**config.mk**
```make
export PLATFORM = sky130hd
export DESIGN_NAME = gtpg_top
export DESIGN_NICKNAME = d
export VERILOG_FILES = /design/src/rtl/gtpg_pkg.sv /design/src/rtl/gtpg_top.sv /design/src/rtl/gtpg_mod.sv
export SDC_FILE = /design/constraint.sdc
export NUM_CORES = 1
export LEC_CHECK = 0
export ABC_AREA = 1
export BUFFER_PORTS_ARGS = -buffer_cell sky130_fd_sc_hd__buf_4
export CORE_ASPECT_RATIO = 0.5
export CORE_UTILIZATION = 50
export DETAILED_ROUTE_END_ITERATION = 7
export GPL_TIMING_DRIVEN = 0
export PLACE_DENSITY = 0.67
export RECOVER_POWER = 100
export SLEW_MARGIN = 20
export SYNTH_ARGS = -nofsm -noshare
export SYNTH_HDL_FRONTEND = slang
export SYNTH_SLANG_ARGS = --single-unit
```
**constraint.sdc**
```tcl
create_clock -name i_clk_sys -period 16.4 [get_ports i_clk_sys]
set_input_delay 3.28 -clock i_clk_sys [delete_from_list [all_inputs] [get_ports i_clk_sys]]
set_output_delay 3.28 -clock i_clk_sys [all_outputs]
set_load 0.01 [all_outputs]
```
**src/rtl/gtpg_pkg.sv**
```systemverilog
// Constants, types and helper functions of the GPS timing pulse generator
// Overview of operation
// - Default: one pulse per second, rising edge
// - Pulse period from 0.05 to 99.95 seconds
// - Signed offset within plus or minus 999.9999 ms
// - Selectable edge marks the epoch, rising default
// - Pulse stays active between one and two ms
// - Active edge within one microsecond of target
// - Timing qualified only with fix, four satellites
// - Message time is that of the pulse before it
// - Message strobe about 40 ms after pulse
// - Update intervals of 1, 0.1 or 0.05 seconds
package gtpg_pkg;

	// Clock rate of the system timebase
	localparam int unsigned CLK_HZ = 125_000_000;

	// Field widths
	localparam int PER_W  = 11;
	localparam int OFF_W  = 25;
	localparam int CYC_W  = 35;
	localparam int TIME_W = 32;
	localparam int CNT_W  = 24;

	// Period is held in units of 50 ms
	localparam int unsigned PERIOD_UNIT_MS = 50;
	localparam int unsigned UNIT_CYC = PERIOD_UNIT_MS * (CLK_HZ / 1000);
	localparam logic [PER_W-1:0] PERIOD_MIN_U = 11'h001;
	localparam logic [PER_W-1:0] PERIOD_MAX_U = 11'h7cf;
	localparam logic [PER_W-1:0] PERIOD_RST_U = 11'h014;

	// Offset is held in signed units of 100 ns
	localparam int unsigned OFFSET_UNIT_NS = 100;
	localparam logic signed [OFF_W-1:0] OFFSET_MAX_S = 25'sh098967f;
	localparam logic signed [OFF_W-1:0] OFFSET_MIN_S = 25'sh1676981;
	localparam logic signed [OFF_W-1:0] OFFSET_RST_S = 25'sh0000000;
	// Offset cycles = units * OFF_NUM >> OFF_SHIFT
	localparam int OFF_NUM = 2 * OFFSET_UNIT_NS * (CLK_HZ / 1_000_000) / 1000;
	localparam int OFF_SHIFT = 1;

	// Pulse high time and message latency
	localparam int unsigned HIGH_US = 1500;
	localparam int unsigned HIGH_CYC = HIGH_US * (CLK_HZ / 1_000_000);
	localparam int unsigned MSG_LAT_MS = 40;
	localparam int unsigned MSG_CYC = MSG_LAT_MS * (CLK_HZ / 1000);

	// Minimum satellites tracked for qualified timing
	localparam logic [3:0] MIN_SV = 4'h4;

	// Update rate selection codes and intervals in period units
	localparam logic [1:0] SEL_1HZ  = 2'h0;
	localparam logic [1:0] SEL_10HZ = 2'h1;
	localparam logic [1:0] SEL_20HZ = 2'h2;
	localparam logic [PER_W-1:0] INT_1HZ_U  = 11'h014;
	localparam logic [PER_W-1:0] INT_10HZ_U = 11'h002;
	localparam logic [PER_W-1:0] INT_20HZ_U = 11'h001;

	// Configuration state
	typedef enum logic [1:0] {ST_PHASE, ST_ARM, ST_RUN} gtpg_state_type;

	// Update interval of a rate selection
	function automatic logic [PER_W-1:0] gtpg_interval(input logic [1:0] sel);
		logic [PER_W-1:0] r;
		r = INT_1HZ_U;
		if (sel == SEL_10HZ)
			r = INT_10HZ_U;
		else if (sel == SEL_20HZ)
			r = INT_20HZ_U;
		return r;
	endfunction

	// Period falls on a computation epoch of the selected rate
	function automatic logic gtpg_is_multiple(input logic [PER_W-1:0] per,
		input logic [1:0] sel);
		logic r;
		r = ((per % INT_1HZ_U) == 11'h000);
		if (sel == SEL_10HZ)
			r = (per[0] == 1'b0);
		else if (sel == SEL_20HZ)
			r = 1'b1;
		return r;
	endfunction

endpackage

```
**src/rtl/gtpg_top.sv**
```systemverilog
// Top level of the GPS timing pulse generator
`timescale 1ns/100ps
module gtpg_top
	import gtpg_pkg::*;
#(
	parameter int P_HIGH_CYC = HIGH_CYC,
	parameter int P_MSG_CYC  = MSG_CYC
)
(
	input  wire logic                    i_clk_sys,
	input  wire logic                    i_rstn,
	input  wire logic                    i_epoch,
	input  wire logic                    i_epoch_second,
	input  wire logic       [TIME_W-1:0] i_gps_time,
	input  wire logic              [1:0] i_update_sel,
	input  wire logic                    i_pos_valid,
	input  wire logic              [3:0] i_num_sv,
	input  wire logic                    i_cfg_load,
	input  wire logic        [PER_W-1:0] i_cfg_period,
	input  wire logic signed [OFF_W-1:0] i_cfg_offset,
	input  wire logic                    i_cfg_falling,
	output logic                         o_pulse,
	output logic                         o_timing_valid,
	output logic                         o_cfg_reject,
	output logic                         o_cfg_busy,
	output logic                         o_msg_strobe,
	output logic            [TIME_W-1:0] o_msg_time
);

	localparam logic [CNT_W-1:0] HIGH_LAST = CNT_W'(P_HIGH_CYC - 1);
	localparam logic [CNT_W-1:0] MSG_LAST  = CNT_W'(P_MSG_CYC - 1);
	localparam logic [CYC_W-1:0] CYC_ONE   = 35'h000000001;
	localparam logic [CYC_W-1:0] CYC_ZERO  = 35'h000000000;

	gtpg_state_type          state_r;
	gtpg_state_type          state_nxt;
	logic        [PER_W-1:0] period_r;
	logic signed [OFF_W-1:0] offset_r;
	logic                    falling_r;
	logic              [1:0] sel_r;
	logic        [CYC_W-1:0] phase_r;
	logic        [PER_W-1:0] new_per_r;
	logic signed [OFF_W-1:0] new_off_r;
	logic                    new_fall_r;
	logic              [1:0] new_sel_r;
	logic                    mod_start_r;
	logic        [PER_W-1:0] acc_r;
	logic                    arm_r;
	logic        [CYC_W-1:0] cnt_r;
	logic       [TIME_W-1:0] ep_time_r;
	logic       [TIME_W-1:0] pulse_time_r;
	logic                    act_r;
	logic                    out_r;
	logic        [CNT_W-1:0] high_cnt_r;
	logic                    pend_r;
	logic        [CNT_W-1:0] msg_cnt_r;
	logic                    strobe_r;
	logic       [TIME_W-1:0] msg_time_r;
	logic                    valid_r;
	logic                    reject_r;
	logic                    mod_done;
	logic        [CYC_W-1:0] mod_result;

	// Configuration acceptance checks
	wire take_w  = i_cfg_load && (state_r != ST_PHASE);
	wire range_w = (i_cfg_period >= PERIOD_MIN_U)
		&& (i_cfg_period <= PERIOD_MAX_U)
		&& (i_cfg_offset <= OFFSET_MAX_S)
		&& (i_cfg_offset >= OFFSET_MIN_S);
	wire mult_w  = gtpg_is_multiple(i_cfg_period, i_update_sel);
	wire good_w  = take_w && range_w && mult_w;
	wire bad_w   = take_w && !(range_w && mult_w);

	// Offset and period converted to clock cycles for the phase fold
	wire signed [CYC_W-1:0] off_ext_w = CYC_W'(new_off_r);
	wire signed [CYC_W-1:0] off_mul_w = off_ext_w * CYC_W'(OFF_NUM);
	wire signed [CYC_W-1:0] off_cyc_w = off_mul_w >>> OFF_SHIFT;
	wire        [CYC_W-1:0] per_cyc_w = CYC_W'(new_per_r)
		* CYC_W'(UNIT_CYC);

	// Epoch accumulation in period units at the update interval
	wire [PER_W-1:0] int_w = gtpg_interval(sel_r);
	wire [PER_W-1:0] inc_w = acc_r + int_w;
	wire arm_al_w = (state_r == ST_ARM) && i_epoch_second;
	wire run_al_w = (state_r == ST_RUN) && (inc_w >= period_r);
	wire aligned_w = !good_w && i_epoch && (arm_al_w || run_al_w);

	// Pulse firing: at the epoch for zero phase, else after countdown
	wire now_w  = aligned_w && (phase_r == CYC_ZERO);
	wire late_w = arm_r && (cnt_r == CYC_ONE);
	wire fire_w = now_w || late_w;
	wire [TIME_W-1:0] fire_time_w = now_w ? i_gps_time : ep_time_r;

	// Pulse and message timers
	wire high_end_w = (high_cnt_r == HIGH_LAST);
	wire act_nxt    = fire_w || (act_r && !high_end_w);
	wire msg_end_w  = (msg_cnt_r == MSG_LAST);
	wire strobe_nxt = pend_r && !fire_w && msg_end_w;
	wire fall_nxt   = (mod_done && state_r == ST_PHASE) ? new_fall_r
		: falling_r;

	// Phase of the pulse inside its period
	gtpg_mod #(
		.W (CYC_W)
	) u_mod (
		.i_clk_sys (i_clk_sys),
		.i_rstn    (i_rstn),
		.i_start   (mod_start_r),
		.i_value   (off_cyc_w),
		.i_modulus (per_cyc_w),
		.o_busy    (),
		.o_done    (mod_done),
		.o_result  (mod_result)
	);

	// State sequencing
	always_comb
	begin
		state_nxt = state_r;
		unique case (state_r)
			ST_PHASE:
				if (mod_done)
					state_nxt = ST_ARM;
			ST_ARM:
				if (good_w)
					state_nxt = ST_PHASE;
				else if (aligned_w)
					state_nxt = ST_RUN;
			ST_RUN:
				if (good_w)
					state_nxt = ST_PHASE;
		endcase
	end

	// Configuration registers with default settings at reset
	always_ff @(posedge i_clk_sys or negedge i_rstn)
	begin
		if (!i_rstn)
		begin
			state_r     <= ST_ARM;
			period_r    <= PERIOD_RST_U;
			offset_r    <= OFFSET_RST_S;
			falling_r   <= 1'b0;
			sel_r       <= SEL_1HZ;
			phase_r     <= CYC_ZERO;
			new_per_r   <= PERIOD_RST_U;
			new_off_r   <= OFFSET_RST_S;
			new_fall_r  <= 1'b0;
			new_sel_r   <= SEL_1HZ;
			mod_start_r <= 1'b0;
			reject_r    <= 1'b0;
		end
		else
		begin
			state_r     <= state_nxt;
			mod_start_r <= good_w;
			reject_r    <= bad_w;
			if (good_w)
			begin
				new_per_r  <= i_cfg_period;
				new_off_r  <= i_cfg_offset;
				new_fall_r <= i_cfg_falling;
				new_sel_r  <= i_update_sel;
			end
			if (mod_done && state_r == ST_PHASE)
			begin
				period_r  <= new_per_r;
				offset_r  <= new_off_r;
				falling_r <= new_fall_r;
				sel_r     <= new_sel_r;
				phase_r   <= mod_result;
			end
		end
	end

	// Epoch accumulator and phase countdown
	always_ff @(posedge i_clk_sys or negedge i_rstn)
	begin
		if (!i_rstn)
		begin
			acc_r     <= '0;
			arm_r     <= 1'b0;
			cnt_r     <= CYC_ZERO;
			ep_time_r <= '0;
		end
		else
		begin
			if (aligned_w || state_r != ST_RUN)
				acc_r <= '0;
			else if (i_epoch)
				acc_r <= inc_w;
			if (good_w || late_w)
				arm_r <= 1'b0;
			else if (aligned_w && !now_w)
				arm_r <= 1'b1;
			if (aligned_w)
				cnt_r <= phase_r;
			else if (arm_r)
				cnt_r <= cnt_r - CYC_ONE;
			if (aligned_w)
				ep_time_r <= i_gps_time;
		end
	end

	// Pulse output with selectable polarity
	always_ff @(posedge i_clk_sys or negedge i_rstn)
	begin
		if (!i_rstn)
		begin
			act_r        <= 1'b0;
			out_r        <= 1'b0;
			high_cnt_r   <= '0;
			pulse_time_r <= '0;
		end
		else
		begin
			act_r <= act_nxt;
			out_r <= act_nxt ^ fall_nxt;
			if (fire_w)
				high_cnt_r <= '0;
			else if (act_r)
				high_cnt_r <= high_cnt_r + 24'h000001;
			if (fire_w)
				pulse_time_r <= fire_time_w;
		end
	end

	// Position/velocity message strobe after each pulse
	always_ff @(posedge i_clk_sys or negedge i_rstn)
	begin
		if (!i_rstn)
		begin
			pend_r     <= 1'b0;
			msg_cnt_r  <= '0;
			strobe_r   <= 1'b0;
			msg_time_r <= '0;
			valid_r    <= 1'b0;
		end
		else
		begin
			pend_r   <= fire_w || (pend_r && !msg_end_w);
			strobe_r <= strobe_nxt;
			if (fire_w)
				msg_cnt_r <= '0;
			else if (pend_r)
				msg_cnt_r <= msg_cnt_r + 24'h000001;
			if (strobe_nxt)
				msg_time_r <= pulse_time_r;
			valid_r <= i_pos_valid && (i_num_sv >= MIN_SV);
		end
	end

	assign o_pulse        = out_r;
	assign o_timing_valid = valid_r;
	assign o_cfg_reject   = reject_r;
	assign o_cfg_busy     = (state_r == ST_PHASE);
	assign o_msg_strobe   = strobe_r;
	assign o_msg_time     = msg_time_r;

	// Cycles since the last aligned epoch, read only by assertions
	logic [CYC_W-1:0] since_r;
	always_ff @(posedge i_clk_sys or negedge i_rstn)
	begin
		if (!i_rstn)
			since_r <= CYC_ZERO;
		else if (aligned_w)
			since_r <= CYC_ONE;
		else
			since_r <= since_r + CYC_ONE;
	end
endmodule

```
**src/rtl/gtpg_mod.sv**
```systemverilog
// Sequential modulo unit that folds a signed value into [0, modulus)
`timescale 1ns/100ps
module gtpg_mod
	import gtpg_pkg::*;
#(
	parameter int W = CYC_W
)
(
	input  wire logic                i_clk_sys,
	input  wire logic                i_rstn,
	input  wire logic                i_start,
	input  wire logic signed [W-1:0] i_value,
	input  wire logic        [W-1:0] i_modulus,
	output logic                     o_busy,
	output logic                     o_done,
	output logic             [W-1:0] o_result
);

	logic signed [W-1:0] acc_r;
	logic signed [W-1:0] acc_nxt;
	logic                busy_r;
	logic                busy_nxt;
	logic                done_r;
	logic                done_nxt;

	// One add or subtract of the modulus per cycle until in range
	wire               neg_w   = acc_r[W-1];
	wire               over_w  = !neg_w && (acc_r >= $signed(i_modulus));
	wire signed [W-1:0] add_w  = acc_r + $signed(i_modulus);
	wire signed [W-1:0] sub_w  = acc_r - $signed(i_modulus);

	// Next state of the fold
	always_comb
	begin
		acc_nxt  = acc_r;
		busy_nxt = busy_r;
		done_nxt = 1'b0;
		if (i_start)
		begin
			acc_nxt  = i_value;
			busy_nxt = 1'b1;
		end
		else if (busy_r)
		begin
			if (neg_w)
				acc_nxt = add_w;
			else if (over_w)
				acc_nxt = sub_w;
			else
			begin
				busy_nxt = 1'b0;
				done_nxt = 1'b1;
			end
		end
	end

	// Registers
	always_ff @(posedge i_clk_sys or negedge i_rstn)
	begin
		if (!i_rstn)
		begin
			acc_r  <= '0;
			busy_r <= 1'b0;
			done_r <= 1'b0;
		end
		else
		begin
			acc_r  <= acc_nxt;
			busy_r <= busy_nxt;
			done_r <= done_nxt;
		end
	end

	assign o_busy   = busy_r;
	assign o_done   = done_r;
	assign o_result = acc_r;

endmodule

```
After elaboration in Yosys (flattened, before gate mapping)
Index checks and enable logic that the tools add are counted.
{ "word_totals": {"register_bits": 325, "in_bits": 81, "output_inout_bits": 37, "word_cells": 140} }
{ "classes": {"add_sub_neg": 6, "n_mul": 2, "div": 1, "n_lt_le_gt_ge": 7, "eq_ne": 13, "muxes": 33, "n_bitwise": 2, "n_reduce_logical": 48} }
{ "ops": {"columns": ["operator", "n"], "rows": [
  ["35-bit 2-to-1 mux", 6],
  ["24-bit 2-to-1 mux", 4],
  ["24-bit by 1-bit adder with 24-bit output (second input constant)", 2],
  ["35-bit adder", 1],
  ["35-bit by 1-bit equality test with 1-bit output (second input constant)", 1],
  ["35-bit >= comparator", 1],
  ["35-bit zero test", 1],
  ["35-bit by 1-bit subtractor with 35-bit output (second input constant)", 1],
  ["35-bit subtractor", 1],
  ["11-bit 2-to-1 mux", 3],
  ["32-bit 2-to-1 mux", 1],
  ["25-bit by 6-bit multiplier with 31-bit output (second input constant)", 1],
  ["11-bit by 19-bit multiplier with 30-bit output (second input constant)", 1],
  ["25-bit >= comparator (second input constant)", 1],
  ["25-bit <= comparator (second input constant)", 1],
  ["24-bit by 18-bit equality test with 1-bit output (second input constant)", 1],
  ["24-bit by 23-bit equality test with 1-bit output (second input constant)", 1],
  ["1-bit logical AND", 22],
  ["2-bit nonzero test", 7],
  ["1-bit 2-to-1 mux", 13],
  ["11-bit adder", 1],
  ["11-bit by 1-bit >= comparator with 1-bit output (second input constant)", 1],
  ["11-bit >= comparator", 1],
  ["11-bit <= comparator (second input constant)", 1],
  ["19 further kinds", 38]
]} }

Depth between registers and ports, before layout
Gate-level depths: netlist of the first run.
{ "logic_depth": {"word_depth": 14, "ltp_mapped": 46, "depth_no_buf": 44} }

By module
A second synthesis of the first run with hierarchy kept.
{ "unflattened": {"hier_cells": 3790, "hier_area_um2": 27430.1} }
{ "modules_own_cells": {"columns": ["mod", "n_inst", "cells_each", "area_per_inst_um2", "seq_area_each_um2"], "rows": [
  ["gtpg_top", 1, 2375, 19862.8, 7213.2],
  ["gtpg_mod", 1, 1415, 7567.3, 925.9]
]} }

Worst setup path after synthesis of the first run
Ideal clock, no wire load.
{ "synth_timing": {"path_type": "reg-to-reg", "start": "register new_per_r[2]", "end": "register u_mod.acc_r[10], in the netlist u_mod.o_result[10]", "setup_ns": 0.130, "arrival_time_ns": 7.559, "t_required_ns": 16.270, "path_slack_ns": 8.711, "path_stages_with_launch": 45, "period_less_slack_ns": 7.689, "path_cell_list": "dfstp_2 -> fa_1 -> ha_1 -> ha_1 -> inv_1 -> fa_1 -> inv_1 -> fa_1 -> ha_1 -> nand3_1 -> nand2_1 -> a21oi_1 -> o21bai_1 -> nand2_1 -> nand2_1 -> a21oi_1 -> inv_1 -> a21oi_1 -> [... 9 more ...] -> a21boi_0 -> xor2_1 -> ha_1 -> clkbuf_1 -> nor2_1 -> inv_1 -> nor3_1 -> a2111oi_0 -> o211ai_1 -> a32oi_1 -> inv_2 -> nor2_1 -> nand2_1 -> nand2_1 -> inv_1 -> clkbuf_1 -> o211ai_1 -> o21ai_0"} }
{ "synth_between": {"elab_chain_cells": 6, "word_cells_on_any_way": 11, "classes_between": "2 x add/sub; 1 x mul; 1 x order compare; 4 x mux; 3 x reduce/logical"} }
{ "synth_lines": {"columns": ["element", "line_no", "source"], "rows": [
  ["from (decl)", "gtpg_top.sv:42", "logic [PER_W-1:0] new_per_r;"],
  ["from (signal assigned)", "gtpg_top.sv:160", "new_per_r <= i_cfg_period;"],
  ["11-bit by 19-bit multiplier with 30-bit output (*)", "gtpg_top.sv:79", "* CYC_W'(UNIT_CYC);"],
  ["35-bit subtractor", "gtpg_mod.sv:30", "wire signed [W-1:0] sub_w = acc_r - $signed(i_modulus);"],
  ["35-bit 2-to-1 mux", "gtpg_mod.sv:47", "else if (over_w)"],
  ["35-bit 2-to-1 mux", "gtpg_mod.sv:45", "if (neg_w)"],
  ["35-bit 2-to-1 mux", "gtpg_mod.sv:43", "else if (busy_r)"],
  ["35-bit 2-to-1 mux", "gtpg_mod.sv:38", "if (i_start)"],
  ["to (signal assigned)", "gtpg_mod.sv:68", "acc_r <= acc_nxt;"],
  ["to (decl)", "gtpg_mod.sv:19", "logic signed [W-1:0] acc_r;"]
]} }
Mark *: on every way between the ends. The rest lies on a longest branch, timed or not. The select of a mux whose other input is x is not followed.
A chain may end at the register's enable or synchronous reset.

Worst setup path in the final report of the first run
{ "layout_timing": {"start": "register new_per_r[2]", "end": "register u_mod.acc_r[11], in the netlist u_mod.o_result[11]"} }
Same word-level chain as after synthesis.

==> results.cfg, run 1 <==
[detailed_routing]
wl_met3_um = 3560
wl_met1_um = 31100
ant_nets = 0
num_vias = 20700
post_drt_wl_per_cell_um = 16.3
drc = 0
avgViaCountPerCell = 5.24
first_iter_violations = 1560
top_layer = met4
drt_pass1_iterations = 6
dr_wl_met2_um = 28800
drt-total-wl_um = 64400

[grt]
grt-ovfl-total = 0
grt_start_max_net_pins = 96
grt_pass1_vias = 19700
grt_usage = 0.259
grt_pass1_wl_um = 104000
antenna_found_initial = 0

[worst_setup_path]
worstPathRequired_ns = 16.81
crit_path_start_kind = flip-flop
path_class = reg -> reg
cp_top_family = compound AO/OA/AOI/OAI gates
r2r_cells = 44
max_stage_delay_ns = 0.92
critical_path_buf_inv_count = 11
crit_slowest_cell = dfstp_1
arrival_ns = 10.72
crit_top_cell = inv_1
crit_path_end_kind = flip-flop
rrSetupSlack_ns = 6.09
cp.depth = 44
critPathMaxFanout = 10

[logic_synthesis]
yosys_register_bits = 325
yosysWarningCount = 0
syn_area_um2 = 24600
synth.net_count = 3534
avgSynthCellArea_um2 = 7.87
synth_edf_count = 0
synth_cell_types = 59
ys.flop_type = dfrtp_1
syn_inst = 3124
async_flop_share = 1.00
ys_seq_area_frac = 0.331

[sta]
rsz0062_at_grt = false
max_freq_ghz = 0.0970
setup_viol = 0
fin_crit_ns = 10.31
slew_viol_final = 160
relSlewSlack = -2.30
fin_worst_skew_ns = 0.0241
hold_violations = 0
tns_ns = 0
tightest_slew_ns = 4.95
setup_ws_ns = 6.09
post-route-period-util = 0.629

[layout]
syn2layout_area_growth_pct = 10.6
mostFrequentLayoutCells = nand2_1, inv_1, dfrtp_1
drive_gt1_frac = 0.0533
final_util = 0.560
nNetsFinal = 3688
antenna_cells_inserted = 0
final_cells = 3952
mostFrequentLayoutCell = nand2_1

[floorplanning]
die_w_um = 316
placeableCoreArea_um2 = 48600
start_util = 0.507
io_pins = 118
die_h_um = 159
die_area_um2 = 50100
std_cell_rows = 57

[place]
gp_congestion = 0.958
placedCellCount = 3891
io_buffers = 115
dp_slack_ns = 6.60
dp_hpwl_um = 50400

[worst_hold_path]
hp-class = reg -> reg
holdPathStages = 2

[run]
maxCapViolCount = 2

[power_and_ir_drop]
peakVddDrop_mv = 0.0645
p_leak_nw = 14.0
powerDensity_nw_per_um2 = 63.5

[cts]
cts_hold_buf = 0
cts_tree = done
cts.sinks = 325
post_cts_buffers = 0
clockBufferDepth = 3
cts.root.buffer_cell = clkbuf_16
cts_buffers = 34
insertion_delay_ns = 0.56
ctsResizeCount = 0
htree_levels = 2
cts.clk_slew.worst_paths_ns = 0.07

[outcome]
status = finished with violations
violations = capacitance limit, slew limit
power by group:
| part | switching [mW] | internal, mW | leakage, nW |
|---|---|---|---|
| clock network | 0.356 | 0.489 | 0.596 |
| logic | 0.0539 | 0.0284 | 9.22 |
| registers | 0.0000700 | 0.802 | 4.23 |
cells in the mapped netlist, drive strengths merged (6+ instances only):
cell | n | area (um2)
buf | 32 | 200
dfrtp | 320 | 8010
xnor2 | 27 | 236
clkbuf | 64 | 240
nand3 | 135 | 711
nor3 | 54 | 285
o211ai | 16 | 120
nor2 | 190 | 721
nand4 | 41 | 263
ha | 237 | 2970
fa | 92 | 1840
a31oi | 9 | 56.3
a211oi | 7 | 72.6
o21ai | 281 | 1410
nand2 | 639 | 2430
o31ai | 6 | 45.0
a21boi | 7 | 52.6
a22oi | 7 | 52.6
o21bai | 6 | 45.0
inv | 561 | 2110
xor2 | 106 | 928
nor4 | 25 | 156
mux2 | 17 | 191
o22ai | 11 | 68.8
a21oi | 186 | 931
worst reg2reg max path, delay by kind of cell (launching register included):
family,cells,cell delay (ns)
flip-flops,1,0.92
AND/OR/NAND/NOR,11,1.18
buffers and inverters,11,1.65
XOR/XNOR,1,0.44
AO/OA/AOI/OAI,14,3.18
adder cells (fa/ha/maj),7,2.80
flip-flops by register name (all words and copies together) (netlist names), 24 cells and up:
| register | count |
|---|---|
| msg_cnt_r | 24 |
| u_mod.o_result | 35 |
| high_cnt_r | 24 |
| pulse_time_r | 32 |
| o_msg_time | 32 |
| phase_r | 35 |
| new_off_r | 25 |
| cnt_r | 35 |
| ep_time_r | 32 |
stage by stage:
stage	power, mW	hold WS [ns]	instance area, um2
final	1.73	0.462	27200
after global routing	1.79	0.490	27200
after CTS	1.75	0.467	27600
after detailed placement	0.903	0.452	26400
after global placement	0.899	0.446	26300
after floorplan	0.857	0.436	24600
routing by layer:
metal | GRT usage | up-vias
met5 | 0 | -
met4 | 0.0461 | 0
met3 | 0.0381 | 76
met2 | 0.407 | 489
met1 | 0.382 | 9817
li1 | - | 10300
cells by family after synthesis:
kind of cell / Yosys count / share of synthesized area
and+or+nand+nor: 1101 / 0.191
muxes: 18 / 0.00819
xor gates and xnor gates: 133 / 0.0474
AOI/OAI and AO/OA: 559 / 0.124
buffers and inverters: 659 / 0.104
adders and majority gates: 329 / 0.195
DFF: 325 / 0.331
area by class of cell:
cell class | instances | area (um2)
Inverter | 563 | 2110
Fill cell | 4590 | 21400
Buffer | 96 | 368
Timing Repair Buffer | 118 | 776
Sequential cell | 325 | 8140
Multi-Input combinational cell | 2140 | 13800
Clock buffer | 45 | 972
Tap cell | 649 | 812
Clock inverter | 16 | 235
path summary, 6_finish.rpt:
check | start | end
worst max-delay path | new_per_r[2] | u_mod.o_result[11]
worst min-delay path | pulse_time_r[9] | o_msg_time[9]
max in group asynchronous | i_rstn | cnt_r[32]
worst min register to register | pulse_time_r[9] | o_msg_time[9]
min in group asynchronous | i_rstn | o_msg_time[9]
worst max register to register | new_per_r[2] | u_mod.o_result[11]
(Power assumes the default switching activity.)
==> run 2, diff against run 1 <==
==> constraint.sdc (replaced) <==
create_clock -name i_clk_sys -period 10.5 [get_ports i_clk_sys]
set_input_delay 2.1 -clock i_clk_sys [delete_from_list [all_inputs] [get_ports i_clk_sys]]
set_output_delay 2.1 -clock i_clk_sys [all_outputs]
set_load 0.01 [all_outputs]
==> run 2 against run 1 <==
Compared with the run above: the run still ends with capacitance limit, slew limit left; worst setup slack worse by 5.4 ns; wire length increased by 0.13%; clock-buffer cell count unchanged; first-iteration DRC count is 2.8% higher; via count about the same; core utilization hardly changed; final cell count stayed put; sequential share of layout area barely moved; hold slack about the same; critical endpoint unchanged; highest routed layer unchanged.
==> results.cfg, run 2 (synthesis results as in run 1) <==
[grt]
grt_pass1_vias = 19700
grt_pass1_wl_um = 104000
grt_usage = 0.259
grt_start_max_net_pins = 96
antenna_found_initial = 0
grt-ovfl-total = 0

[worst_setup_path]
crit_path_end_kind = flip-flop
max_stage_delay_ns = 0.75
worstSetupStartpoint = new_per_r[2]
critPathMaxFanout = 10
arrival_ns = 10.19
crit_path_start_kind = flip-flop
crit_slowest_cell = dfstp_2
crit_top_cell = inv_1
r2r_cells = 44
r2r-start = new_per_r[2]
path_class = reg -> reg
worstPathRequired_ns = 10.91

[cts]
ctsResizeCount = 0
cts_tree = done
insertion_delay_ns = 0.56
clockBufferDepth = 3
cts.sinks = 325
cts.root.buffer_cell = clkbuf_16
htree_levels = 2
cts.clk_slew.worst_paths_ns = 0.06
post_cts_buffers = 0
cts_hold_buf = 0
cts_buffers = 34

[sta]
rsz0062_at_grt = false
tightest_slew_ns = 4.97
fin_crit_ns = 9.78
whs_ns = 0.462
slew_viol_final = 160
relSlewSlack = -2.31
post-route-period-util = 0.931
hold_violations = 0
max_freq_ghz = 0.102
setup_viol = 0
setup_ws_ns = 0.721
tns_ns = 0
fin_worst_skew_ns = 0.0233

[power_and_ir_drop]
p_total_mw = 2.70
peakVddDrop_mv = 0.101
powerDensity_nw_per_um2 = 99.3
p_leak_nw = 14.0

[floorplanning]
die_w_um = 316
std_cell_rows = 57
placeableCoreArea_um2 = 48600
start_util = 0.507
io_pins = 118
die_area_um2 = 50100
die_h_um = 159

[place]
place_area_um2 = 26400
dp_slack_ns = 0.700
io_buffers = 115
gp_congestion = 0.958
dp_hpwl_um = 50400

[layout]
mostFrequentLayoutCell = nand2_1
drive_gt1_frac = 0.0542
mostFrequentLayoutCells = nand2_1, inv_1, dfrtp_1
fin_area_um2 = 27200
syn2layout_area_growth_pct = 10.6
antenna_cells_inserted = 0
nNetsFinal = 3688

[worst_hold_path]
hold_start = pulse_time_r[9]
hp-class = reg -> reg
holdPathStages = 2

[detailed_routing]
drt-total-wl_um = 64500
num_vias = 20700
post_drt_wl_per_cell_um = 16.3
ant_nets = 0
drc = 0
first_iter_violations = 1604
avgViaCountPerCell = 5.24
drt_pass1_iterations = 6

[outcome]
status = finished with violations
violations = capacitance limit, slew limit

[run]
maxCapViolCount = 2
[run 2: worst paths after layout]
check / end / slack (ns)
min in group asynchronous: o_msg_time[9] / 2.67
worst min register to register: o_msg_time[9] / 0.46
worst min-delay path: o_msg_time[9] / 0.46
max in group asynchronous: cnt_r[32] / 1.82
worst max-delay path: u_mod.o_result[11] / 0.72
worst max register to register: u_mod.o_result[11] / 0.72
[run 2: final cells by class]
| type | instances | area, um2 |
|---|---|---|
| clock inverter | 16 | 235 |
| buffer | 96 | 368 |
| tap | 649 | 812 |
| timing repair buffer | 118 | 759 |
| multi-input combinational | 2140 | 13800 |
| fill | 4591 | 21400 |
| sequential | 325 | 8140 |
| clock buffer | 45 | 972 |
| inverter | 563 | 2110 |
[run 2: worst max-delay path: cells and delay by family (launching register included)]
kind / cells / cell delay (ns)
buffers and inverters: 11 / 1.49
XOR/XNOR: 1 / 0.43
AO/OA/AOI/OAI: 15 / 3.21
flip-flops: 1 / 0.75
AND/OR/NAND/NOR: 10 / 1.05
adder cells (fa/ha/maj): 7 / 2.66
[run 2: power by group]
part	internal (mW)	switching [mW]	total, mW
combinational	0.0436	0.0838	0.127
clock	0.764	0.558	1.32
sequential	1.25	0.000110	1.25
[run 2: per-stage QoR]
step	cells	utilization
floorplan	3124	-
global placement	3888	0.541
detailed placement	3891	0.543
CTS	3952	0.568
global route	3952	0.560
finish	3952	0.560
[run 2: layer usage]
| layer | part of all wire | up-vias | wire length, um | GRT usage |
|---|---|---|---|---|
| met5 | 0 | - | 0 | 0 |
| met4 | 0.016 | 0 | 1010 | 0.0461 |
| met3 | 0.057 | 72 | 3670 | 0.0381 |
| met2 | 0.45 | 516 | 28800 | 0.407 |
| met1 | 0.48 | 9783 | 31000 | 0.382 |
| li1 | - | 10300 | - | - |
